[src/common/asi_pkg.sv]
package asi_pkg;

   // Register byte addresses
   localparam logic [31:0] MAIN_CONTROL_ADDR         = 32'h3FF4F008;
   localparam logic [31:0] IRQ_RAW_FLAGS_ADDR        = 32'h3FF4F00C;
   localparam logic [31:0] IRQ_MASKED_FLAGS_ADDR     = 32'h3FF4F010;
   localparam logic [31:0] IRQ_ENABLES_ADDR          = 32'h3FF4F014;
   localparam logic [31:0] IRQ_CLEAR_ADDR            = 32'h3FF4F018;
   localparam logic [31:0] SIGNAL_DELAY_TIMING_ADDR  = 32'h3FF4F01C;
   localparam logic [31:0] FIFO_SETUP_ADDR           = 32'h3FF4F020;
   localparam logic [31:0] RX_FRAME_WORD_COUNT_ADDR  = 32'h3FF4F024;
   localparam logic [31:0] STATIC_CHANNEL_VALUE_ADDR = 32'h3FF4F028;
   localparam logic [31:0] CHANNEL_SETUP_ADDR        = 32'h3FF4F02C;
   localparam logic [31:0] TX_CHAIN_CONTROL_ADDR     = 32'h3FF4F030;
   localparam logic [31:0] RX_CHAIN_CONTROL_ADDR     = 32'h3FF4F034;
   localparam logic [31:0] TX_EOF_DESC_ADDR_ADDR     = 32'h3FF4F038;
   localparam logic [31:0] RX_EOF_DESC_ADDR_ADDR     = 32'h3FF4F03C;
   localparam logic [31:0] TX_EOF_BUFFER_ADDR_ADDR   = 32'h3FF4F040;
   localparam logic [31:0] RX_CURRENT_DESC_ADDR      = 32'h3FF4F048;
   localparam logic [31:0] RX_NEXT_DESC_ADDR         = 32'h3FF4F04C;
   localparam logic [31:0] RX_NEXT_BUFFER_ADDR       = 32'h3FF4F050;
   localparam logic [31:0] TX_CURRENT_DESC_ADDR      = 32'h3FF4F054;
   localparam logic [31:0] TX_NEXT_DESC_ADDR         = 32'h3FF4F058;
   localparam logic [31:0] TX_NEXT_BUFFER_ADDR       = 32'h3FF4F05C;
   localparam logic [31:0] DMA_SETUP_ADDR            = 32'h3FF4F060;
   localparam logic [31:0] DMA_RX_STATE_ADDR         = 32'h3FF4F06C;
   localparam logic [31:0] DMA_TX_STATE_ADDR         = 32'h3FF4F070;
   localparam logic [31:0] STALL_TIMEOUT_SETUP_ADDR  = 32'h3FF4F074;
   localparam logic [31:0] PCM_SETUP_ADDR            = 32'h3FF4F0A0;
   localparam logic [31:0] POWER_DOWN_CONTROL_ADDR   = 32'h3FF4F0A4;
   localparam logic [31:0] ADC_LCD_CAMERA_SETUP_ADDR = 32'h3FF4F0A8;
   localparam logic [31:0] BIT_CLOCK_SETUP_ADDR      = 32'h3FF4F0AC;
   localparam logic [31:0] SAMPLE_RATE_SETUP_ADDR    = 32'h3FF4F0B0;
   localparam logic [31:0] DENSITY_MOD_SETUP_ADDR    = 32'h3FF4F0B4;
   localparam logic [31:0] DENSITY_MOD_RATES_ADDR    = 32'h3FF4F0B8;
   localparam logic [31:0] UNIT_STATE_ADDR           = 32'h3FF4F0BC;
   localparam logic [23:0] REG_BLOCK_BASE            = 24'h3FF4F0;

   // Flag bit positions
   localparam int RX_DRAIN_REQUEST_BIT        = 0;
   localparam int TX_REFILL_REQUEST_BIT       = 1;
   localparam int RX_FIFO_FULL_BIT            = 2;
   localparam int RX_FIFO_EMPTY_BIT           = 3;
   localparam int TX_FIFO_FULL_BIT            = 4;
   localparam int TX_FIFO_EMPTY_BIT           = 5;
   localparam int RX_TIMEOUT_BIT              = 6;
   localparam int TX_TIMEOUT_BIT              = 7;
   localparam int RX_DONE_BIT                 = 8;
   localparam int RX_FRAME_COMPLETE_BIT       = 9;
   localparam int TX_DONE_BIT                 = 10;
   localparam int TX_EOF_BIT                  = 11;
   localparam int RX_DESC_ERROR_BIT           = 12;
   localparam int TX_DESC_ERROR_BIT           = 13;
   localparam int RX_DESC_EXHAUSTED_BIT       = 14;
   localparam int TX_TOTAL_EOF_BIT            = 15;
   localparam int FLAG_COUNT                  = 16;

   // Field layouts and sizes
   localparam int FIFO_LEVEL_W                = 7;
   localparam logic [6:0] FIFO_DEPTH          = 7'h40;
   localparam int TX_AE_THRESH_LSB            = 0;
   localparam int RX_AF_THRESH_LSB            = 7;
   localparam int TIMEOUT_W                   = 12;
   localparam int TIMEOUT_THRESH_LSB          = 0;
   localparam int TX_TIMEOUT_EN_BIT           = 12;
   localparam int RX_TIMEOUT_EN_BIT           = 13;

   // Reset values
   localparam logic [31:0] WORD_RESET         = 32'h00000000;
   localparam logic [31:0] FIFO_SETUP_RESET   = 32'h00000F84;
   localparam logic [31:0] TIMEOUT_RESET      = 32'h000030FF;

   typedef struct packed {
      logic [6:0] tx_level;
      logic [6:0] rx_level;
      logic       tx_pending;
      logic       rx_pending;
      logic       tx_xfer;
      logic       rx_xfer;
   } asi_fifo_t;

   typedef struct packed {
      logic tx_total_eof;
      logic rx_desc_exhausted;
      logic tx_desc_error;
      logic rx_desc_error;
      logic tx_eof;
      logic tx_done;
      logic rx_frame_complete;
      logic rx_done;
   } asi_dma_evt_t;

   typedef struct packed {
      logic [31:0] tx_eof_desc;
      logic [31:0] tx_eof_buffer;
      logic [31:0] rx_eof_desc;
      logic [31:0] rx_current_desc;
      logic [31:0] rx_next_desc;
      logic [31:0] rx_next_buffer;
      logic [31:0] tx_current_desc;
      logic [31:0] tx_next_desc;
      logic [31:0] tx_next_buffer;
      logic [31:0] rx_state;
      logic [31:0] tx_state;
      logic [31:0] unit_state;
   } asi_dma_addr_t;

endpackage

[src/design/asi_irq_top.sv]
// Implementation choice: the AHB-Lite register port.
`timescale 1ns/1ps
// Function
// - Set transmit timeout flag when outgoing transfer stalls past the configured limit.
// - Set receive timeout flag when incoming transfer stalls past the configured limit.
// - Set transmit empty flag while outgoing FIFO holds nothing.
// - Set transmit full flag while outgoing FIFO cannot accept more.
// - Set receive empty flag while incoming FIFO holds nothing.
// - Set receive full flag while incoming FIFO has no room.
// - Set refill request flag when outgoing level falls to almost-empty threshold.
// - Set drain request flag when incoming level reaches almost-full threshold.
// - Set total end-of-frame flag when whole outgoing chain is consumed.
// - Set descriptors exhausted flag when incoming chain has no valid descriptor.
// - Set outbound descriptor error flag on an invalid descriptor.
// - Set inbound descriptor error flag on an invalid descriptor.
// - Set outbound end-of-frame flag per finished end-of-frame descriptor.
// - Set outbound done flag after all buffered outgoing data is read.
// - Set inbound frame complete flag when expected reception finishes.
// - Set inbound done flag each time current descriptor is handled.
// - Latch outgoing descriptor address of last end of frame, read only.
// - Latch incoming descriptor address of last end of frame, read only.
// - Expose outgoing buffer address of last end of frame, read only.
// - Expose current and next inbound descriptor and next buffer addresses.
// - Expose current and next outbound descriptor and next buffer addresses.
module asi_irq_top (
   input  wire logic                   SYS_CLK_I,
   input  wire logic                   SRST_I,
   input  wire logic                   HSEL_I,
   input  wire logic [31:0]            HADDR_I,
   input  wire logic [1:0]             HTRANS_I,
   input  wire logic                   HWRITE_I,
   input  wire logic [2:0]             HSIZE_I,
   input  wire logic [31:0]            HWDATA_I,
   input  wire logic                   HREADY_I,
   output logic [31:0]                 HRDATA_O,
   output logic                        HREADYOUT_O,
   output logic                        HRESP_O,
   input  wire asi_pkg::asi_fifo_t     FIFO_I,
   input  wire asi_pkg::asi_dma_evt_t  DMA_EVT_I,
   input  wire asi_pkg::asi_dma_addr_t DMA_ADDR_I,
   output logic [31:0]                 CTRL_O,
   output logic [31:0]                 FIFO_SETUP_O,
   output logic [31:0]                 TX_CHAIN_O,
   output logic [31:0]                 RX_CHAIN_O,
   output logic                        IRQ_O
);
   import asi_pkg::*;

   logic                  wr_pend_q;
   logic [5:0]            wr_idx_q;
   logic [31:0]           rdata_q;
   logic [31:0]           rw_mem_q [0:63];
   logic [FLAG_COUNT-1:0] raw_q;
   logic [FLAG_COUNT-1:0] raw_d;
   logic [FLAG_COUNT-1:0] ena_q;
   logic [FLAG_COUNT-1:0] set_vec;
   logic [FLAG_COUNT-1:0] clr_vec;
   logic [FLAG_COUNT-1:0] masked;
   logic [31:0]           tx_eof_desc_q;
   logic [31:0]           tx_eof_buf_q;
   logic [31:0]           rx_eof_desc_q;
   asi_dma_addr_t         addr_q;
   logic [1:0]            tmo_hit;
   logic                  addr_ok;
   logic [5:0]            a_idx;
   logic [5:0]            wr_idx_clr;
   logic [6:0]            tx_ae_thresh;
   logic [6:0]            rx_af_thresh;
   logic [6:0]            tx_level_prev_q;
   logic [6:0]            rx_level_prev_q;

   // Storage words that software may write and read back
   function automatic logic is_rw(input logic [5:0] idx);
      logic [31:0] a;
      a = {REG_BLOCK_BASE, idx, 2'b00};
      is_rw = (a == MAIN_CONTROL_ADDR) || (a == SIGNAL_DELAY_TIMING_ADDR) ||
              (a == FIFO_SETUP_ADDR) || (a == RX_FRAME_WORD_COUNT_ADDR) ||
              (a == STATIC_CHANNEL_VALUE_ADDR) || (a == CHANNEL_SETUP_ADDR) ||
              (a == TX_CHAIN_CONTROL_ADDR) || (a == RX_CHAIN_CONTROL_ADDR) ||
              (a == DMA_SETUP_ADDR) || (a == STALL_TIMEOUT_SETUP_ADDR) ||
              (a == PCM_SETUP_ADDR) || (a == POWER_DOWN_CONTROL_ADDR) ||
              (a == ADC_LCD_CAMERA_SETUP_ADDR) || (a == BIT_CLOCK_SETUP_ADDR) ||
              (a == SAMPLE_RATE_SETUP_ADDR) || (a == DENSITY_MOD_SETUP_ADDR) ||
              (a == DENSITY_MOD_RATES_ADDR);
   endfunction

   function automatic logic [31:0] reset_of(input logic [5:0] idx);
      logic [31:0] a;
      a = {REG_BLOCK_BASE, idx, 2'b00};
      if (a == FIFO_SETUP_ADDR) begin
         reset_of = FIFO_SETUP_RESET;
      end else if (a == STALL_TIMEOUT_SETUP_ADDR) begin
         reset_of = TIMEOUT_RESET;
      end else begin
         reset_of = WORD_RESET;
      end
   endfunction

   // AHB address phase decode
   assign addr_ok     = HADDR_I[31:8] == REG_BLOCK_BASE;
   assign a_idx       = HADDR_I[7:2];
   assign HREADYOUT_O = 1'b1;
   assign HRESP_O     = 1'b0;
   assign HRDATA_O    = rdata_q;

   always_ff @(posedge SYS_CLK_I) begin
      if (SRST_I) begin
         wr_pend_q <= 1'b0;
         wr_idx_q  <= 6'h00;
      end else begin
         wr_pend_q <= HSEL_I && HTRANS_I[1] && HREADY_I && HWRITE_I && addr_ok;
         wr_idx_q  <= a_idx;
      end
   end

   // Read data captured in the address phase, stands in the data phase
   always_ff @(posedge SYS_CLK_I) begin
      if (SRST_I) begin
         rdata_q <= WORD_RESET;
      end else if (HSEL_I && HTRANS_I[1] && HREADY_I && !HWRITE_I) begin
         rdata_q <= WORD_RESET;
         if (addr_ok) begin
            unique case (HADDR_I)
               IRQ_RAW_FLAGS_ADDR:      rdata_q <= {16'h0000, raw_q};
               IRQ_MASKED_FLAGS_ADDR:   rdata_q <= {16'h0000, masked};
               IRQ_ENABLES_ADDR:        rdata_q <= {16'h0000, ena_q};
               TX_EOF_DESC_ADDR_ADDR:   rdata_q <= tx_eof_desc_q;
               RX_EOF_DESC_ADDR_ADDR:   rdata_q <= rx_eof_desc_q;
               TX_EOF_BUFFER_ADDR_ADDR: rdata_q <= tx_eof_buf_q;
               RX_CURRENT_DESC_ADDR:    rdata_q <= addr_q.rx_current_desc;
               RX_NEXT_DESC_ADDR:       rdata_q <= addr_q.rx_next_desc;
               RX_NEXT_BUFFER_ADDR:     rdata_q <= addr_q.rx_next_buffer;
               TX_CURRENT_DESC_ADDR:    rdata_q <= addr_q.tx_current_desc;
               TX_NEXT_DESC_ADDR:       rdata_q <= addr_q.tx_next_desc;
               TX_NEXT_BUFFER_ADDR:     rdata_q <= addr_q.tx_next_buffer;
               DMA_RX_STATE_ADDR:       rdata_q <= addr_q.rx_state;
               DMA_TX_STATE_ADDR:       rdata_q <= addr_q.tx_state;
               UNIT_STATE_ADDR:         rdata_q <= addr_q.unit_state;
               default: begin
                  if (is_rw(a_idx)) begin
                     rdata_q <= rw_mem_q[a_idx];
                  end
               end
            endcase
         end
      end
   end

   // Plain read/write storage
   always_ff @(posedge SYS_CLK_I) begin
      if (SRST_I) begin
         for (int i = 0; i < 64; i++) begin
            rw_mem_q[i] <= reset_of(6'(i));
         end
      end else if (wr_pend_q && is_rw(wr_idx_q)) begin
         rw_mem_q[wr_idx_q] <= HWDATA_I;
      end
   end

   assign CTRL_O       = rw_mem_q[MAIN_CONTROL_ADDR[7:2]];
   assign FIFO_SETUP_O = rw_mem_q[FIFO_SETUP_ADDR[7:2]];
   assign TX_CHAIN_O   = rw_mem_q[TX_CHAIN_CONTROL_ADDR[7:2]];
   assign RX_CHAIN_O   = rw_mem_q[RX_CHAIN_CONTROL_ADDR[7:2]];

   always_ff @(posedge SYS_CLK_I) begin
      if (SRST_I) begin
         ena_q <= '0;
      end else if (wr_pend_q && wr_idx_q == IRQ_ENABLES_ADDR[7:2]) begin
         ena_q <= HWDATA_I[FLAG_COUNT-1:0];
      end
   end

   // DMA address trackers
   always_ff @(posedge SYS_CLK_I) begin
      if (SRST_I) begin
         addr_q <= '0;
      end else begin
         addr_q <= DMA_ADDR_I;
      end
   end

   always_ff @(posedge SYS_CLK_I) begin
      if (SRST_I) begin
         tx_eof_desc_q <= WORD_RESET;
         tx_eof_buf_q  <= WORD_RESET;
      end else if (DMA_EVT_I.tx_eof) begin
         tx_eof_desc_q <= DMA_ADDR_I.tx_eof_desc;
         tx_eof_buf_q  <= DMA_ADDR_I.tx_eof_buffer;
      end
   end

   always_ff @(posedge SYS_CLK_I) begin
      if (SRST_I) begin
         rx_eof_desc_q <= WORD_RESET;
      end else if (DMA_EVT_I.rx_frame_complete) begin
         rx_eof_desc_q <= DMA_ADDR_I.rx_eof_desc;
      end
   end

   // Stall timeout counters, index 0 transmit, 1 receive
   for (genvar g = 0; g < 2; g++) begin : g_tmo
      logic [TIMEOUT_W-1:0] cnt_q;
      logic                 fired_q;
      logic                 en;
      logic                 pend;
      logic                 xfer;
      logic [TIMEOUT_W-1:0] thresh;

      assign thresh = rw_mem_q[STALL_TIMEOUT_SETUP_ADDR[7:2]][TIMEOUT_THRESH_LSB +: TIMEOUT_W];
      assign en     = rw_mem_q[STALL_TIMEOUT_SETUP_ADDR[7:2]][g == 0 ? TX_TIMEOUT_EN_BIT : RX_TIMEOUT_EN_BIT];
      assign pend   = (g == 0) ? FIFO_I.tx_pending : FIFO_I.rx_pending;
      assign xfer   = (g == 0) ? FIFO_I.tx_xfer : FIFO_I.rx_xfer;

      always_ff @(posedge SYS_CLK_I) begin
         if (SRST_I) begin
            cnt_q   <= '0;
            fired_q <= 1'b0;
         end else if (xfer || !pend || !en) begin
            cnt_q   <= '0;
            fired_q <= 1'b0;
         end else if (!fired_q) begin
            if (cnt_q >= thresh) begin
               fired_q <= 1'b1;
            end else begin
               cnt_q <= cnt_q + 1'b1;
            end
         end
      end

      assign tmo_hit[g] = en && pend && !xfer && !fired_q && (cnt_q >= thresh);
   end

   assign tx_ae_thresh = FIFO_SETUP_O[TX_AE_THRESH_LSB +: FIFO_LEVEL_W];
   assign rx_af_thresh = FIFO_SETUP_O[RX_AF_THRESH_LSB +: FIFO_LEVEL_W];

   always_ff @(posedge SYS_CLK_I) begin
      // Follows the FIFO through reset too, so no false crossing after release
      tx_level_prev_q <= FIFO_I.tx_level;
      rx_level_prev_q <= FIFO_I.rx_level;
   end

   // Event sources
   always_comb begin
      set_vec                        = '0;
      set_vec[TX_TIMEOUT_BIT]        = tmo_hit[0];
      set_vec[RX_TIMEOUT_BIT]        = tmo_hit[1];
      set_vec[TX_FIFO_EMPTY_BIT]     = FIFO_I.tx_level == 7'h00;
      set_vec[TX_FIFO_FULL_BIT]      = FIFO_I.tx_level >= FIFO_DEPTH;
      set_vec[RX_FIFO_EMPTY_BIT]     = FIFO_I.rx_level == 7'h00;
      set_vec[RX_FIFO_FULL_BIT]      = FIFO_I.rx_level >= FIFO_DEPTH;
      set_vec[TX_REFILL_REQUEST_BIT] = (FIFO_I.tx_level <= tx_ae_thresh) &&
                                       (tx_level_prev_q > tx_ae_thresh);
      set_vec[RX_DRAIN_REQUEST_BIT]  = (FIFO_I.rx_level >= rx_af_thresh) &&
                                       (rx_level_prev_q < rx_af_thresh);
      set_vec[TX_TOTAL_EOF_BIT]      = DMA_EVT_I.tx_total_eof;
      set_vec[RX_DESC_EXHAUSTED_BIT] = DMA_EVT_I.rx_desc_exhausted;
      set_vec[TX_DESC_ERROR_BIT]     = DMA_EVT_I.tx_desc_error;
      set_vec[RX_DESC_ERROR_BIT]     = DMA_EVT_I.rx_desc_error;
      set_vec[TX_EOF_BIT]            = DMA_EVT_I.tx_eof;
      set_vec[TX_DONE_BIT]           = DMA_EVT_I.tx_done;
      set_vec[RX_FRAME_COMPLETE_BIT] = DMA_EVT_I.rx_frame_complete;
      set_vec[RX_DONE_BIT]           = DMA_EVT_I.rx_done;
   end

   // Sticky flags, a new event wins over a clear in the same cycle
   assign wr_idx_clr = IRQ_CLEAR_ADDR[7:2];
   assign clr_vec    = (wr_pend_q && wr_idx_q == wr_idx_clr) ? HWDATA_I[FLAG_COUNT-1:0] : '0;
   assign raw_d      = (raw_q & ~clr_vec) | set_vec;

   always_ff @(posedge SYS_CLK_I) begin
      if (SRST_I) begin
         raw_q <= '0;
      end else begin
         raw_q <= raw_d;
      end
   end

   assign masked = raw_q & ena_q;
   assign IRQ_O  = |masked;

endmodule

[config.mk]
export PLATFORM = sky130hd
export DESIGN_NAME = asi_irq_top
export DESIGN_NICKNAME = d
export VERILOG_FILES = /design/src/common/asi_pkg.sv /design/src/design/asi_irq_top.sv
export SDC_FILE = /design/constraint.sdc
export NUM_CORES = 2
export LEC_CHECK = 0
export ABC_AREA = 1
export BUFFER_PORTS_ARGS = -buffer_cell sky130_fd_sc_hd__buf_4
export CORE_MARGIN = 2
export CORE_UTILIZATION = 57
export CTS_BUF_LIST = sky130_fd_sc_hd__clkbuf_4
export CTS_CLUSTER_DIAMETER = 60
export DETAILED_ROUTE_END_ITERATION = 8
export PLACE_DENSITY = 0.76
export SKIP_CTS_REPAIR_TIMING = 1
export SYNTH_ARGS = -nofsm -noshare
export SYNTH_HDL_FRONTEND = slang
export SYNTH_SLANG_ARGS = --single-unit
[constraint.sdc]
create_clock -name SYS_CLK_I -period 2.65 [get_ports SYS_CLK_I]
set_clock_uncertainty 0.2 [all_clocks]
set_input_delay 0.265 -clock SYS_CLK_I [delete_from_list [all_inputs] [get_ports SYS_CLK_I]]
set_output_delay 0.265 -clock SYS_CLK_I [all_outputs]
set_load 0.005 [all_outputs]
==> results of run 1 <==
-- per-layer routing --
metal  track usage  overflow
met1        0.6625       188
met2        0.7783      1234
met3        0.4117       146
met4        0.4941       434
met5        0.2683        12
-- synthesized netlist by cell type, drive strengths merged --
library cell / count
nand4: 92
o2111ai: 1
a211oi: 4
or3: 1
o22ai: 50
nor4: 2
o21bai: 10
nand3b: 6
buf: 186
o221ai: 1
a2111oi: 1
o22a: 14
a21oi: 236
nor3b: 1
clkbuf: 384
or2: 3
ha: 53
and3: 2
o2bb2ai: 1
o21a: 5
nand2: 2579
nor2b: 1
nor2: 3467
nor3: 17
nand3: 186
or4: 1
clkinv: 35
o21ai: 262
o211ai: 4
conb: 2
dfxtp: 495
a31oi: 2
edfxtp: 1976
a22oi: 1
inv: 1142
-- logic make-up after synthesis --
kind of cell	Yosys count	share of synthesized area
compound gates	592	0.03024
other cells	2	0.00007196
flops	2471	0.6635
fa+ha+maj	53	0.006354
buf+inv	1747	0.06476
simple gates	6358	0.2351
-- per-stage QoR --
stage / instances / TNS (ps)
floorplan: 12660 / -6547
global placement: 15900 / -20210
detailed placement: 15900 / -19640
CTS: 16940 / -4846
==> metrics.txt, run 1 <==
status stopped before the end; failing step global routing; Run Error [ERROR GRT-0232] Routing congestion too high. Check the congestion heatmap in the GUI.; total CTS buffers 641; die width 431.9 um; #FFs+latches synth 2,471; GP Congestion 1.044; Overall Global Routing Usage 0.6065; largest net degree at the start of global routing 191; Synth Instances 11.22k; Cell Area, Synth 104,400 um^2; dpl ws -1018 ps; I/O pin cnt 647; Die H 431.9 um; cell taking the most area after synthesis edfxtp_1; Yosys cell types 46; mean post-synth cell area 9.299 um^2; grt ovf 2,014; top cells by area, synth edfxtp_1 (57%), nor2_1 (12%), dfxtp_1 (9.5%); Yosys top cell area share 0.5686; CTS H-tree depth 6; register area share after synthesis 0.6635; GR repair worst EP IRQ_O; Worst EP Category top-level output; Max Buffers Root-to-Sink 4; root buf cell clkbuf_4; CTS Sinks 2,471; Buffers on Ports 640; Initial Util 0.5719; synthesis warning total 0; placed inst area 123,300 um^2; num rows 157; hpwl dp 258,800 um
==> inputs of run 2 (changes only) <==
--- a/config.mk
+++ b/config.mk
@@ -8,11 +8,9 @@
 export ABC_AREA = 1
 export BUFFER_PORTS_ARGS = -buffer_cell sky130_fd_sc_hd__buf_4
 export CORE_MARGIN = 2
-export CORE_UTILIZATION = 57
-export CTS_BUF_LIST = sky130_fd_sc_hd__clkbuf_4
-export CTS_CLUSTER_DIAMETER = 60
+export CORE_UTILIZATION = 40
 export DETAILED_ROUTE_END_ITERATION = 8
-export PLACE_DENSITY = 0.76
+export PLACE_DENSITY_LB_ADDON = 0.15
 export SKIP_CTS_REPAIR_TIMING = 1
 export SYNTH_ARGS = -nofsm -noshare
 export SYNTH_HDL_FRONTEND = slang
==> constraint.sdc (replaced) <==
create_clock -name SYS_CLK_I -period 3.4 [get_ports SYS_CLK_I]
set_clock_uncertainty 0.2 [all_clocks]
set_input_delay 0.34 -clock SYS_CLK_I [delete_from_list [all_inputs] [get_ports SYS_CLK_I]]
set_output_delay 0.34 -clock SYS_CLK_I [all_outputs]
set_load 0.005 [all_outputs]
==> run 2 against run 1 <==
The flow now finishes, with violations (negative hold slack). Synthesized cell count unchanged. Synthesized area is the same.
==> metrics.txt, run 2 <==
RSZ-0062 raised after global routing false; Worst Max-Slew Pin Slew 1341 ps; initial antenna violation count 46; GP Congestion 0.9627 (-7.8%); antenna violation net count after detailed routing 0; Yosys cell types 46 (unchanged); min-delay src DMA_EVT_I[1]; total CTS buffers 290 (-55%); sequential power share 0.495; leakage dissipation 62.14 nW; failing checks negative hold slack; Final Critical Period 3335 ps; root buf cell clkbuf_16; via count 85.19k; Max Buffers Root-to-Sink 4 (unchanged); total die area 265,000 um^2; largest net degree at the start of global routing 198; grt ovf 0; DRC Markers 0; crit path DAT 3980 ps; Hold Crit Depth 4; Yosys top cell area share 0.5686 (unchanged); max_slew headroom 0.1058; Worst-Skew Late Latency 940 ps; cell taking the most area after synthesis edfxtp_1; Pint 0.05406 W; Commonest cells post-synth nor2_1 (3,451), nand2_1 (2,571), edfxtp_1 (1,976); Cell Pwr Density 520.7 nW/um^2; area delta synth->final 30.81%; Non-Filler Instances 17.73k; Fmax 299.9 MHz; largest registers rw_mem_q x1976, addr_q x288; RR Startpoint wr_pend_q; Critical Setup Path Class in -> reg; Required @ worst endpoint 4040 ps; num rows 187 (+19%); switching part of the total 0.2396; net switching power 0.01703 W; CTS H-tree depth 5 (-1); DR vias/cell 4.804; Die H 514.8 um (+19%); most common cell in the synthesized netlist nor2_1; clock share of power 0.411; power consumption 0.07109 W; Combinational Power Share 0.094; commonest non-fill, non-tap cell in the layout nor2_1; Cell Area, Synth 104,400 um^2 (unchanged); worst vdd ir 0.6078 mV; Fin Hold WS -50.32 ps; setup violators final 0; CORE AREA 259,500 um^2; commonest cells after routing, fill and taps aside nor2_1 (3,446), nand2_1 (2,557), edfxtp_1 (1,976); dpl cells 16.54k (+4.0%); clk slew on worst S/H paths 60 ps; top cells by area, synth edfxtp_1 (57%), nor2_1 (12%), dfxtp_1 (9.5%); hpwl dp 252,400 um (-2.5%); Top reg by flops rw_mem_q; overall routed net length 384,900 um; final net count 14.64k; layout cell share with drive strength beyond 1 0.1039; vias in the first global route 75.97k; #FFs+latches synth 2,471 (unchanged); status finished with violations; Starting DRT DRC Count 10.14k; Overall Global Routing Usage 0.2747; first-pass GRT wire length 522,400 um; max FFs per register 1,976; Pre-antenna DRT Iters 6; final worst-path cycle share 0.9808; mean post-synth cell area 9.299 um^2 (unchanged); critical path peak fanout 27; Max-cap violations 0; CTS Sinks 2,471 (unchanged); Pins Over Slew Limit 0; CP endpoint kind flop; hold crit path type in -> reg; async set-reset flop share out of synthesis 0 (unchanged); CTS tree built; cells on worst reg2reg path 9; reg-to-reg endpoint rw_mem_q[13][24]; Initial Util 0.4022 (-0.1697); Buffers on Ports 640 (unchanged); CP startpoint kind input port; Routed WL per cell 21.71 um; worst hold endpoint rx_eof_desc_q[25]; R2R setup slack 390 ps; register area share after synthesis 0.6635 (unchanged); number of synthesized flops with an enable pin 1,976 (unchanged); synthesis warning total 0 (unchanged); die width 514.8 um (+19%); I/O pin cnt 647 (unchanged); Top FF cell, synth edfxtp_1; crit path launch HADDR_I[5]; final hold vios 11; Util after Layout 0.5261; Synth Instances 11.22k (unchanged)
-- run 2: per-stage QoR --
step	worst slack, ps	cell area, um^2	setup TNS, ps
4_1_cts	285.0	129700	0
2_1_floorplan	556.4	109700	0
6_report	65.18	136500	0
3_3_place_gp	-331.7	121000	-606.0
5_1_grt	17.29	136500	0
3_5_place_dp	-339.3	121000	-636.5
-- run 2: worst max-delay path by stage --
stage / endpoint / slack [ps] / depth (start not counted)
finish: HRDATA_O[30] / 70 / 17
global route: HRDATA_O[30] / 20 / 17
CTS: IRQ_O / 280 / 4
detailed placement: HRDATA_O[30] / -340 / 18
global placement: HRDATA_O[30] / -330 / 18
floorplan: rw_mem_q[41][0] / 560 / 9
-- run 2: cell type report --
cell class                      instances  area (um^2)
Inverter                             1177         4441
Clock inverter                         96        768.2
Timing Repair Buffer                 1726        15950
Fill cell                           23450       123000
Sequential cell                      2471        69250
Antenna cell                           32        80.08
Tap cell                             3402         4257
Multi-Input combinational cell       8437        33870
Clock buffer                          392         7905
-- run 2: logic make-up after synthesis --
| group | after synthesis | synth area share |
|---|---|---|
| adder cells (fa/ha/maj) | 53 | 0.006354 |
| other | 2 | 0.00007196 |
| buffers and inverters | 1747 | 0.06476 |
| flip-flops | 2471 | 0.6635 |
| AO/OA/AOI/OAI | 592 | 0.03024 |
| AND/OR/NAND/NOR | 6358 | 0.2351 |
-- run 2: power groups by stage --
stage | combinational [W] | clock [W] | sequential (W)
CTS | 0.00591 | 0.0297 | 0.0352
finish | 0.00667 | 0.0292 | 0.0352
global route | 0.00729 | 0.0308 | 0.0353
detailed placement | 0.00589 | 0 | 0.0358
floorplan | 0.00301 | 0 | 0.0356
global placement | 0.00584 | 0 | 0.0357
-- run 2: critical path, stage by stage --
cell and delay (ps):
buf_4 130, dlygate4sd3_1 580, inv_1 80, nand2_2 370, inv_4 210, buf_12 250, buf_12 190, nand2_1 80
nand2_1 80, nor2_1 540, nor2_1 180, nor2_1 250, nand2_1 130, buf_12 160, a21oi_1 120, nand2_1 80
a21oi_1 150
-- run 2: routing by layer --
layer	routed length [um]	vias to the layer above	global-route usage
li1	-	39780	-
met5	74	-	0
met3	35720	857	0.04865
met4	15320	12	0.08740
met2	169400	3907	0.4170
met1	164500	40640	0.3982
Note: power is estimated with default switching activity, not from simulation.
